==> config.mk <==
export PLATFORM = sky130hd
export DESIGN_NAME = amf_framer
export DESIGN_NICKNAME = d
export VERILOG_FILES = /design/src/design/amf_pkg.sv /design/src/design/amf_framer.sv
export SDC_FILE = /design/constraint.sdc
export NUM_CORES = 2
export LEC_CHECK = 0
export ABC_AREA = 1
export BUFFER_PORTS_ARGS = -buffer_cell sky130_fd_sc_hd__buf_2
export CAP_MARGIN = 25
export CORE_ASPECT_RATIO = 1.2
export CORE_MARGIN = 2
export CORE_UTILIZATION = 50
export CTS_CLUSTER_DIAMETER = 100
export DETAILED_ROUTE_END_ITERATION = 8
export PLACE_DENSITY = 0.66
export SLEW_MARGIN = 20
export SYNTH_ARGS = -nofsm -noshare
export SYNTH_HDL_FRONTEND = slang
export SYNTH_SLANG_ARGS = --single-unit
export TNS_END_PERCENT = 5
==> constraint.sdc <==
create_clock -name i_clock -period 7.85 [get_ports i_clock]
set_input_delay 0.785 -clock i_clock [delete_from_list [all_inputs] [get_ports i_clock]]
set_output_delay 0.785 -clock i_clock [all_outputs]
set_load 0.005 [all_outputs]
==> src/design/amf_pkg.sv <==
package amf_pkg;
   // message type codes
   localparam logic [7:0]  ASSIGN_TYPE_CODE = 8'h01;
   localparam logic [7:0]  ACK_TYPE_CODE    = 8'h02;
   localparam logic [7:0]  QUERY_TYPE_CODE  = 8'h03;
   localparam logic [7:0]  REPLY_TYPE_CODE  = 8'h04;
   // session-state record
   localparam logic [7:0]  RECORD_TYPE_CODE = 8'h01;
   localparam logic [7:0]  RECORD_OCTETS    = 8'h13; // 19 octets, all but the length octet
   localparam logic [15:0] DEFAULT_SUBTYPE  = 16'h0000;
   // identity type codes
   localparam logic [23:0] ID_EUI48 = 24'h300000;
   localparam logic [23:0] ID_EUI64 = 24'h400000;
   localparam logic [23:0] ID_ESN   = 24'h100000;
   localparam logic [23:0] ID_NULL  = 24'hffffff;
   localparam logic [7:0]  ID_KIND_HI = 8'h00;
   // message lengths in octets
   localparam logic [5:0]  ASSIGN_OCTETS = 6'd23;
   localparam logic [5:0]  RECORD_TOTAL  = 6'd20;
   localparam logic [5:0]  QUERY_OCTETS  = 6'd2;
   // protocol timers
   localparam int unsigned CLOCK_HZ            = 20_000_000;
   localparam int unsigned ASSIGN_WAIT_SEC     = 120;
   localparam int unsigned DUAL_ADDR_SEC       = 180;
   localparam longint unsigned ASSIGN_WAIT_CYCLES =
      longint'(ASSIGN_WAIT_SEC) * longint'(CLOCK_HZ);
   localparam longint unsigned DUAL_ADDR_CYCLES =
      longint'(DUAL_ADDR_SEC) * longint'(CLOCK_HZ);
   // number of terminals tracked
   localparam int unsigned TERM_COUNT = 16;
   localparam int unsigned TERM_W     = 4;
   typedef enum logic [1:0] {
      AMF_TX_IDLE   = 2'b00,
      AMF_TX_ASSIGN = 2'b01,
      AMF_TX_RECORD = 2'b11,
      AMF_TX_QUERY  = 2'b10
   } amf_tx_e;
   typedef enum logic [2:0] {
      AMF_RX_TYPE  = 3'b000,
      AMF_RX_SEQ   = 3'b001,
      AMF_RX_ID    = 3'b011,
      AMF_RX_LEN   = 3'b010,
      AMF_RX_VALUE = 3'b110
   } amf_rx_e;
   // octet k (msb first) of a big-endian frame image
   function automatic logic [7:0] pick(input logic [183:0] img,
                                       input logic [5:0]   k);
      pick = img[183 - 8*k -: 8];
   endfunction
   // only the listed codes and the registered-kind range are valid
   function automatic logic type_ok(input logic [23:0] t);
      type_ok = (t == ID_EUI48) || (t == ID_EUI64) || (t == ID_ESN)
             || (t == ID_NULL) || (t[23:16] == ID_KIND_HI);
   endfunction
endpackage

==> src/design/amf_framer.sv <==
`timescale 1ns/10ps
`default_nettype none
// How it works
// - assign message: id, seq, mask, seed, identifier
// - assign message type code is 0x01
// - per-terminal sequence increments modulo 256
// - first assignment per terminal uses zero
// - mask field holds subnet ones count
// - seed field from terminal session seed
// - identifier field holds assigned identifier
// - query is type 0x03 then transaction
// - identity type codes and invalid set
// - assignment wait timeout is 120 seconds; only ASSIGN_WAIT_CYCLES is defined, no timer runs
// - default protocol subtype is 0x0000
// - record: type 0x01, length, seq, subnet, id
// - record length excludes length octet
// - record sequence is last sent sequence
// - record subnet and identifier from assignment
module amf_framer (
   input  wire logic                       i_clock,
   input  wire logic                       i_reset,
   input  wire logic                       i_enable,
   input  wire logic                       i_assign_req,
   input  wire logic [amf_pkg::TERM_W-1:0] i_term,
   input  wire logic [7:0]                 i_subnet_ones_count,
   input  wire logic [31:0]                i_session_seed_value,
   input  wire logic [127:0]               i_unicast_terminal_id,
   input  wire logic                       i_record_req,
   input  wire logic                       i_query_req,
   input  wire logic [7:0]                 i_transaction_num,
   input  wire logic                       i_tx_ready,
   input  wire logic                       i_rx_valid,
   input  wire logic [7:0]                 i_rx_data,
   input  wire logic                       i_rx_last,
   output logic                            o_busy,
   output logic                            o_tx_valid,
   output logic [7:0]                      o_tx_data,
   output logic                            o_tx_last,
   output logic                            o_ack_match,
   output logic                            o_reply_done,
   output logic [23:0]                     o_identity_type_code,
   output logic [7:0]                      o_identity_value_octets,
   output logic                            o_reply_error,
   output logic [15:0]                     o_default_subtype
);
   import amf_pkg::*;
   // ------------------------------------------------------------
   // transmit side
   // ------------------------------------------------------------
   amf_tx_e        tx_state_q;
   logic [183:0]   img_q;
   logic [5:0]     idx_q;
   logic [5:0]     len_q;
   logic [7:0]     seq_q  [TERM_COUNT];
   logic [7:0]     last_seq_q [TERM_COUNT];
   logic [7:0]     last_mask_q [TERM_COUNT];
   logic [127:0]   last_id_q [TERM_COUNT];
   logic [TERM_W-1:0] pend_term_q;
   logic           pend_q;
   wire logic [7:0]   cur_seq    = seq_q[i_term];
   wire logic         tx_idle    = (tx_state_q == AMF_TX_IDLE);
   wire logic         tx_fire    = o_tx_valid && i_tx_ready;
   wire logic         tx_end     = tx_fire && o_tx_last;
   wire logic [5:0]   idx_nxt    = idx_q + 6'd1;
   wire logic         start_asg  = tx_idle && i_assign_req;
   wire logic         start_rec  = tx_idle && !i_assign_req && i_record_req;
   wire logic         start_qry  = tx_idle && !i_assign_req
                                   && !i_record_req && i_query_req;
   // assignment frame image, fields packed msb first, no padding
   wire logic [183:0] asg_img = {ASSIGN_TYPE_CODE,
                                 cur_seq,
                                 i_subnet_ones_count,
                                 i_session_seed_value,
                                 i_unicast_terminal_id};
   // record image built from what was last sent to this terminal
   wire logic [183:0] rec_img = {RECORD_TYPE_CODE,
                                 RECORD_OCTETS,
                                 last_seq_q[i_term],
                                 last_mask_q[i_term],
                                 last_id_q[i_term],
                                 24'h000000};
   wire logic [183:0] qry_img = {QUERY_TYPE_CODE, i_transaction_num,
                                 168'h0};
   // frame sequencer; one octet per accepted beat
   always_ff @(posedge i_clock) begin
      if (i_reset) begin
         tx_state_q <= AMF_TX_IDLE;
         img_q      <= 184'h0;
         idx_q      <= 6'd0;
         len_q      <= 6'd0;
         o_tx_valid <= 1'b0;
         o_tx_data  <= 8'h00;
         o_tx_last  <= 1'b0;
         o_busy     <= 1'b0;
      end else if (i_enable) begin
         if (start_asg || start_rec || start_qry) begin
            tx_state_q <= start_asg ? AMF_TX_ASSIGN :
                          start_rec ? AMF_TX_RECORD : AMF_TX_QUERY;
            img_q      <= start_asg ? asg_img : start_rec ? rec_img
                                                          : qry_img;
            len_q      <= start_asg ? ASSIGN_OCTETS :
                          start_rec ? RECORD_TOTAL : QUERY_OCTETS;
            idx_q      <= 6'd0;
            o_tx_valid <= 1'b1;
            o_tx_data  <= start_asg ? ASSIGN_TYPE_CODE :
                          start_rec ? RECORD_TYPE_CODE : QUERY_TYPE_CODE;
            o_tx_last  <= 1'b0;
            o_busy     <= 1'b1;
         end else if (tx_end) begin
            tx_state_q <= AMF_TX_IDLE;
            o_tx_valid <= 1'b0;
            o_tx_last  <= 1'b0;
            o_busy     <= 1'b0;
         end else if (tx_fire) begin
            idx_q     <= idx_nxt;
            o_tx_data <= pick(img_q, idx_nxt);
            o_tx_last <= (idx_nxt == len_q - 6'd1);
         end
      end
   end
   // per-terminal sequence and last-assignment memory
   always_ff @(posedge i_clock) begin
      if (i_reset) begin
         pend_q      <= 1'b0;
         pend_term_q <= '0;
         for (int t = 0; t < TERM_COUNT; t++) begin
            seq_q[t]       <= 8'h00;
            last_seq_q[t]  <= 8'h00;
            last_mask_q[t] <= 8'h00;
            last_id_q[t]   <= 128'h0;
         end
      end else if (i_enable) begin
         if (start_asg) begin
            seq_q[i_term]       <= cur_seq + 8'h01;
            last_seq_q[i_term]  <= cur_seq;
            last_mask_q[i_term] <= i_subnet_ones_count;
            last_id_q[i_term]   <= i_unicast_terminal_id;
            pend_q              <= 1'b1;
            pend_term_q         <= i_term;
         end else if (o_ack_match)
            pend_q <= 1'b0;
      end
   end
   // ------------------------------------------------------------
   // receive side: ack and identity reply parser
   // ------------------------------------------------------------
   amf_rx_e     rx_state_q;
   logic [7:0]  rx_code_q;
   logic [7:0]  rx_txn_q;
   logic [1:0]  rx_cnt_q;
   logic [7:0]  rx_left_q;
   logic [7:0]  qry_txn_q;
   wire logic [23:0] rx_type = {o_identity_type_code[15:0], i_rx_data};
   wire logic        is_ack  = (rx_code_q == ACK_TYPE_CODE);
   // ack must echo the sequence of the last assignment sent
   wire logic ack_hit = pend_q && is_ack
                        && (i_rx_data == last_seq_q[pend_term_q]);
   // query transaction kept to pair the reply
   always_ff @(posedge i_clock) begin
      if (i_reset)
         qry_txn_q <= 8'h00;
      else if (i_enable && start_qry)
         qry_txn_q <= i_transaction_num;
   end
   // byte parser; the value octets are counted and discarded
   always_ff @(posedge i_clock) begin
      if (i_reset) begin
         rx_state_q              <= AMF_RX_TYPE;
         rx_code_q               <= 8'h00;
         rx_txn_q                <= 8'h00;
         rx_cnt_q                <= 2'd0;
         rx_left_q               <= 8'h00;
         o_ack_match             <= 1'b0;
         o_reply_done            <= 1'b0;
         o_reply_error           <= 1'b0;
         o_identity_type_code    <= 24'h0;
         o_identity_value_octets <= 8'h00;
         o_default_subtype       <= DEFAULT_SUBTYPE;
      end else if (i_enable) begin
         o_ack_match   <= 1'b0;
         o_reply_done  <= 1'b0;
         o_reply_error <= 1'b0;
         if (i_rx_valid) begin
            case (rx_state_q)
               AMF_RX_TYPE: begin
                  rx_code_q  <= i_rx_data;
                  rx_state_q <= (i_rx_last) ? AMF_RX_TYPE : AMF_RX_SEQ;
               end
               AMF_RX_SEQ: begin
                  rx_txn_q   <= i_rx_data;
                  rx_cnt_q   <= 2'd0;
                  o_ack_match <= ack_hit;
                  rx_state_q <= (rx_code_q == REPLY_TYPE_CODE
                                 && !i_rx_last) ? AMF_RX_ID : AMF_RX_TYPE;
               end
               AMF_RX_ID: begin
                  o_identity_type_code <= rx_type;
                  rx_cnt_q             <= rx_cnt_q + 2'd1;
                  if (rx_cnt_q == 2'd2)
                     rx_state_q <= AMF_RX_LEN;
               end
               AMF_RX_LEN: begin
                  o_identity_value_octets <= i_rx_data;
                  rx_left_q               <= i_rx_data;
                  if (i_rx_last || i_rx_data == 8'h00) begin
                     o_reply_done  <= 1'b1;
                     // a frame cut at a non-zero length is short too
                     o_reply_error <= !type_ok(o_identity_type_code)
                        || (rx_txn_q != qry_txn_q)
                        || (o_identity_type_code != ID_NULL)
                        || (i_rx_data != 8'h00);
                     rx_state_q    <= AMF_RX_TYPE;
                  end else
                     rx_state_q <= AMF_RX_VALUE;
               end
               AMF_RX_VALUE: begin
                  rx_left_q <= rx_left_q - 8'h01;
                  if (i_rx_last || rx_left_q == 8'h01) begin
                     o_reply_done  <= 1'b1;
                     o_reply_error <= !type_ok(o_identity_type_code)
                        || (rx_txn_q != qry_txn_q)
                        || (o_identity_type_code == ID_NULL)
                        || (rx_left_q != 8'h01);
                     rx_state_q    <= AMF_RX_TYPE;
                  end
               end
               default: rx_state_q <= AMF_RX_TYPE;
            endcase
         end
      end
   end
endmodule
`default_nettype wire

# Word-level counts from Yosys, hierarchy flattened
# Memory sizes are Yosys's and may differ from the RTL's. A register that Yosys moved wholly into a read port is not among the register bits.
# Cells that the tools add are included.
[word_totals]
ff_bits = 285
word_cells = 168
memories = 4
input_bits = 197
mem_bits_rw = 2432
output_inout_bits = 62
[mem_list]
columns = ["memory", "words", "width", "read_ports", "rd_ports_with_merged_regs", "write_ports", "line_no", "text"]
rows = [
  ["last_id_q", 16, 128, 1, 0, 16, "amf_framer.sv:57", "logic [127:0] last_id_q [TERM_COUNT];"],
  ["last_mask_q", 16, 8, 1, 0, 16, "amf_framer.sv:56", "logic [7:0] last_mask_q [TERM_COUNT];"],
  ["last_seq_q", 16, 8, 2, 1, 16, "amf_framer.sv:55", "logic [7:0] last_seq_q [TERM_COUNT];"],
  ["seq_q", 16, 8, 1, 0, 16, "amf_framer.sv:54", "logic [7:0] seq_q [TERM_COUNT];"],
]
[op_classes]
add_sub_neg = 6
muxes = 61
eq_ne = 20
reduce_logical = 56
n_shift = 1
[op_table]
columns = ["op", "count"]
rows = [
  ["two-way mux 178 bit", 2],
  ["indexed part select 191 x 33 -> 8 bit", 1],
  ["two-way mux 128 bit", 1],
  ["OR reduction 128 bit", 1],
  ["two-way mux 8 bit", 6],
  ["two-way mux 1 bit", 27],
  ["== test 24 x 21 -> 1 bit, second input constant", 1],
  ["== test 24 x 22 -> 1 bit, second input constant", 1],
  ["== test 24 x 23 -> 1 bit, second input constant", 1],
  ["== test 24 bit, second input constant", 1],
  ["two-way mux 4 bit", 6],
  ["inequality test 24 bit, second input constant", 1],
  ["OR reduction 8 bit", 3],
  ["AND reduction 3 bit", 7],
  ["two-way mux 6 bit", 3],
  ["logical NOT 8 bit", 2],
  ["case mux 8 bit (2 select lines)", 1],
  ["case mux 3 bit (5 select lines)", 1],
  ["logical OR 1 bit", 13],
  ["two-way mux 2 bit", 6],
  ["logical AND 1 bit", 11],
  ["two-way mux 5 bit", 2],
  ["AND reduction 2 bit", 5],
  ["nonzero test 2 bit", 5],
  ["28 further kinds", 36],
]

# Depth between registers and ports, before layout
[logic_depth]
depth_word = 12
ltp_mapped = 18

# Least setup slack after synthesis
# No wires, ideal clock.
[synth_path]
kind = "input -> register"
start = "input i_enable"
end = "memory last_id_q[15][0], enable pin"
stages = 10
path_slack_ns = 1.774
required_ns = 7.332
arrival_time_ns = 5.559
n_path_buf = 4
path_cell_list = "buf_2 inv_2 nor2_2 nand2_1 clkbuf_1 nor2_1 nand2_1 clkbuf_1 buf_2 nand2_1"
[synth_rtl]
columns = ["element", "line_no", "text"]
rows = [
  ["start: declaration", "amf_framer.sv:22", "input wire logic i_enable,"],
  ["end: declaration", "amf_framer.sv:57", ""],
]

==> flow_summary.yaml <==
layout:
  final_cell_mix: "nor2_1 (2573), edfxtp_1 (2432), nand2_1 (1204)"
  layout.cells.non_filler: 13449
  stdcell_area_mm2: 0.127
  fin_util_pct: 55.6
  synthToLayoutAreaGrowth_pct: 10.5
  drive_gt1_share_pct: 8.55
  finalNetCount: 10432
  final_common_cell: "nor2_1"
synthesis:
  synth_compound_gate_area_share_pct: 13.0
  ys_warn_count: 0
  ys_ff_latch: 2712
  async_flop_share_pct: 0
  synth-simple-area-share_pct: 13.9
  synth.avg_cell_area_um2: 11.0
  synthFlopType: "edfxtp_1"
  synth_cell_types: 46
  synthXorXnorAreaFrac_pct: 0.149
  yosys.area_share.adder_pct: 0.0870
  ys_seq_area_share_pct: 68.3
  synthMuxAreaShare_pct: 0
  synth_edf_count: 2432
  synth_top_family_by_area: "simple AND/OR/NAND/NOR gates"
  netlist_area_mm2: 0.115
  synthCells: 10416
critical_path:
  cp.arrival_ns: 5.58
  reg2reg_to: "last_id_q[5][82]$_SDFFCE_PN0P_"
  reg2reg_depth: 8
  critical_path_class: "reg -> reg"
  critPathMaxFanout: 108
  cp.depth: 8
  reg2reg_from: "tx_state_q[1]$_SDFFE_PP0P_"
  crit_chain: "nor2_1 -> nand2_4 -> nor2_2 -> nand2_1 -> nor3_2 -> nand2_4 -> nand2_4 -> buf_12"
  path_buf_inv: 1
  required_ns: 8.32
  cp_top_family: "simple AND/OR/NAND/NOR gates"
  path_common_cell: "nand2_4"
  cp-end-kind: "flop"
  cp-start-kind: "flop"
  slowest_stage: "nand2_4"
  critical_path.max_stage_delay_ns: 1.00
  r2r_slack_ns: 2.74
grt:
  grt_usage_pct: 33.9
  grt_max_degree: 153
  antenna_found_initial: 11
  grt_pass1_wl_um: 583000
  grt_pass1_vias: 84609
  grt_overflow: 0
pwr:
  seqPwrFrac_pct: 51.9
  power.internal_mw: 23.8
  swShare_pct: 24.5
  switchingPower_mw: 7.75
  p_total_mw: 31.6
  p_leak_nw: 48.3
  p_per_area_mw_per_mm2: 249
  max-vdd-ir-drop_v: 0.000179
  clkPwrFrac_pct: 40.3
  comb_power_share_pct: 7.8
drt:
  vias_per_cell: 6.48
  drtPass1Iterations: 6
  drt_wl_total_um: 406000
  drc: 0
  wl_per_cell_um: 30.2
  num_vias: 87186
  dr.first_iter.drc_count: 13771
  ant_nets: 0
floorplan:
  core-area_mm2: 0.228
  die_w_um: 442
  fp.dieArea_mm2: 0.234
  ios: 259
  die_h_um: 529
  row_count: 192
  start_util_pct: 50.4
timing:
  rsz0062_at_grt: "no"
  min_period_ns: 5.11
  setup_viol: 0
  max_freq_mhz: 196
  worst_slew_pin_slew_ns: 1.24
  finalSetupTns_ns: 0
  period_share_pct: 65.1
  skew_ns: 0.0376
  hold_viol_final: 0
  drv_slew: 0
  slew_headroom_pct: 16.6
placement:
  place.gp.congestion: 0.926
  io_buffers: 242
  dp_hpwl_um: 215000
  placed_area_mm2: 0.119
  dp.cells: 12951
run:
  drv_cap: 0
clock_tree:
  post_cts_resized: 0
  root_buffer: "clkbuf_16"
  clock_latency_ns: 0.87
  cts_sinks: 2712
  path_clk_slew_ns: 0.06
  hold_buffers: 0
  htree_num_levels: 5
  ctsLongestPathBuffers: 4
  cts_inserted_buffers: 277
  postCtsSetupBuffers: 0
  cts_tree: "built"
worst_hold_path:
  min_path_cells: 3
  hold_class: "in -> reg"
  min_to: "img_q[154]$_SDFFE_PP0P_"
  worstHoldStart: "i_session_seed_value[26]"
status:
  status: "finished, final reports clean"
## kinds of logic after synthesis
| family | Yosys count |
|---|---|
| buf+inv | 1261 |
| compound gates | 2277 |
| flops | 2712 |
| other cells | 1 |
| fa+ha+maj | 8 |
| xor+xnor | 17 |
| simple gates | 4140 |
## cell usage after synthesis, types with 5 or more instances
cell,number,share of area (%)
a211oi_1,7,0.046
ha_1,8,0.087
buf_4,24,0.16
a21oi_1,612,2.7
nor3_1,121,0.53
xor2_1,6,0.046
a31oi_1,33,0.18
o21ai_0,222,0.97
o22ai_1,24,0.13
o31ai_1,109,0.71
inv_1,182,0.59
clkbuf_1,658,2.1
clkinv_1,142,0.46
o221ai_1,15,0.11
edfxtp_1,2432,63
inv_2,12,0.039
a21o_1,32,0.21
nand4_1,29,0.16
a22oi_1,1135,7.4
xnor2_1,8,0.061
nor4_1,5,0.027
nand2_2,5,0.027
nand3_1,146,0.64
a22o_1,9,0.069
dfxtp_1,280,4.9
nand2_1,1240,4.0
o211ai_1,36,0.23
a221oi_1,34,0.26
buf_2,214,0.93
buf_1,28,0.091
nor2_1,2578,8.4
nor2_2,7,0.038
## how the worst max path moves through the flow
| stage | startpoint | end | slack [ns] |
|---|---|---|---|
| after detailed placement | i_enable | last_id_q[5][79]$_SDFFCE_PN0P_ | 1.94 |
| after CTS | tx_state_q[1]$_SDFFE_PP0P_ | last_id_q[5][74]$_SDFFCE_PN0P_ | 2.39 |
| after global placement | i_enable | last_id_q[5][79]$_SDFFCE_PN0P_ | 2.06 |
| after global routing | tx_state_q[1]$_SDFFE_PP0P_ | last_id_q[3][1]$_SDFFCE_PN0P_ | 2.61 |
| final | tx_state_q[1]$_SDFFE_PP0P_ | last_id_q[5][82]$_SDFFCE_PN0P_ | 2.74 |
| after floorplan | i_enable | last_id_q[15][0]$_SDFFCE_PN0P_ | 1.77 |
## registers in the layout (all words and copies together), names as in the netlist, 24 cells and up, named ones only
signal and count:
last_mask_q 128, seq_q 128, o_identity_type_code 24, img_q 178, last_seq_q 128, last_id_q 2048
## power by group through the flow
| stage | registers [mW] | clock network (mW) | logic, mW |
|---|---|---|---|
| global route | 16.4 | 13.3 | 2.54 |
| CTS | 16.4 | 12.7 | 2.36 |
| global placement | 16.7 | 0 | 2.34 |
| floorplan | 16.7 | 0 | 1.32 |
| finish | 16.4 | 12.7 | 2.45 |
| detailed placement | 16.7 | 0 | 2.36 |
## per-layer routing
layer	part of all wire [%]	GRT usage (%)
met1	35	43.8
met4	6.8	19.7
met3	13	7.22
met2	45	53.1
met5	0.030	0
## per-stage QoR
| stage | setup slack (ns) | hold slack, ns |
|---|---|---|
| 3_5_place_dp | 1.94 | 0.448 |
| 4_1_cts | 2.39 | 0.220 |
| 6_report | 2.74 | 0.250 |
| 2_1_floorplan | 1.77 | 0.429 |
| 3_3_place_gp | 2.06 | 0.438 |
| 5_1_grt | 2.61 | 0.256 |
## area by class of cell
| type | count | area [um2] |
|---|---|---|
| antenna | 2 | 5.00 |
| clock buffer | 383 | 7640 |
| clock inverter | 109 | 828 |
| fill | 18941 | 101000 |
| inverter | 336 | 1290 |
| multi-input combinational | 6458 | 31700 |
| sequential | 2712 | 78600 |
| tap | 3007 | 3760 |
| timing repair buffer | 442 | 3240 |
## worst min-delay path, stage by stage
cell     delay [ns]
buf_2          0.11
a31oi_1        0.07
a21oi_1        0.10
Power figures use the tool's default switching activity.
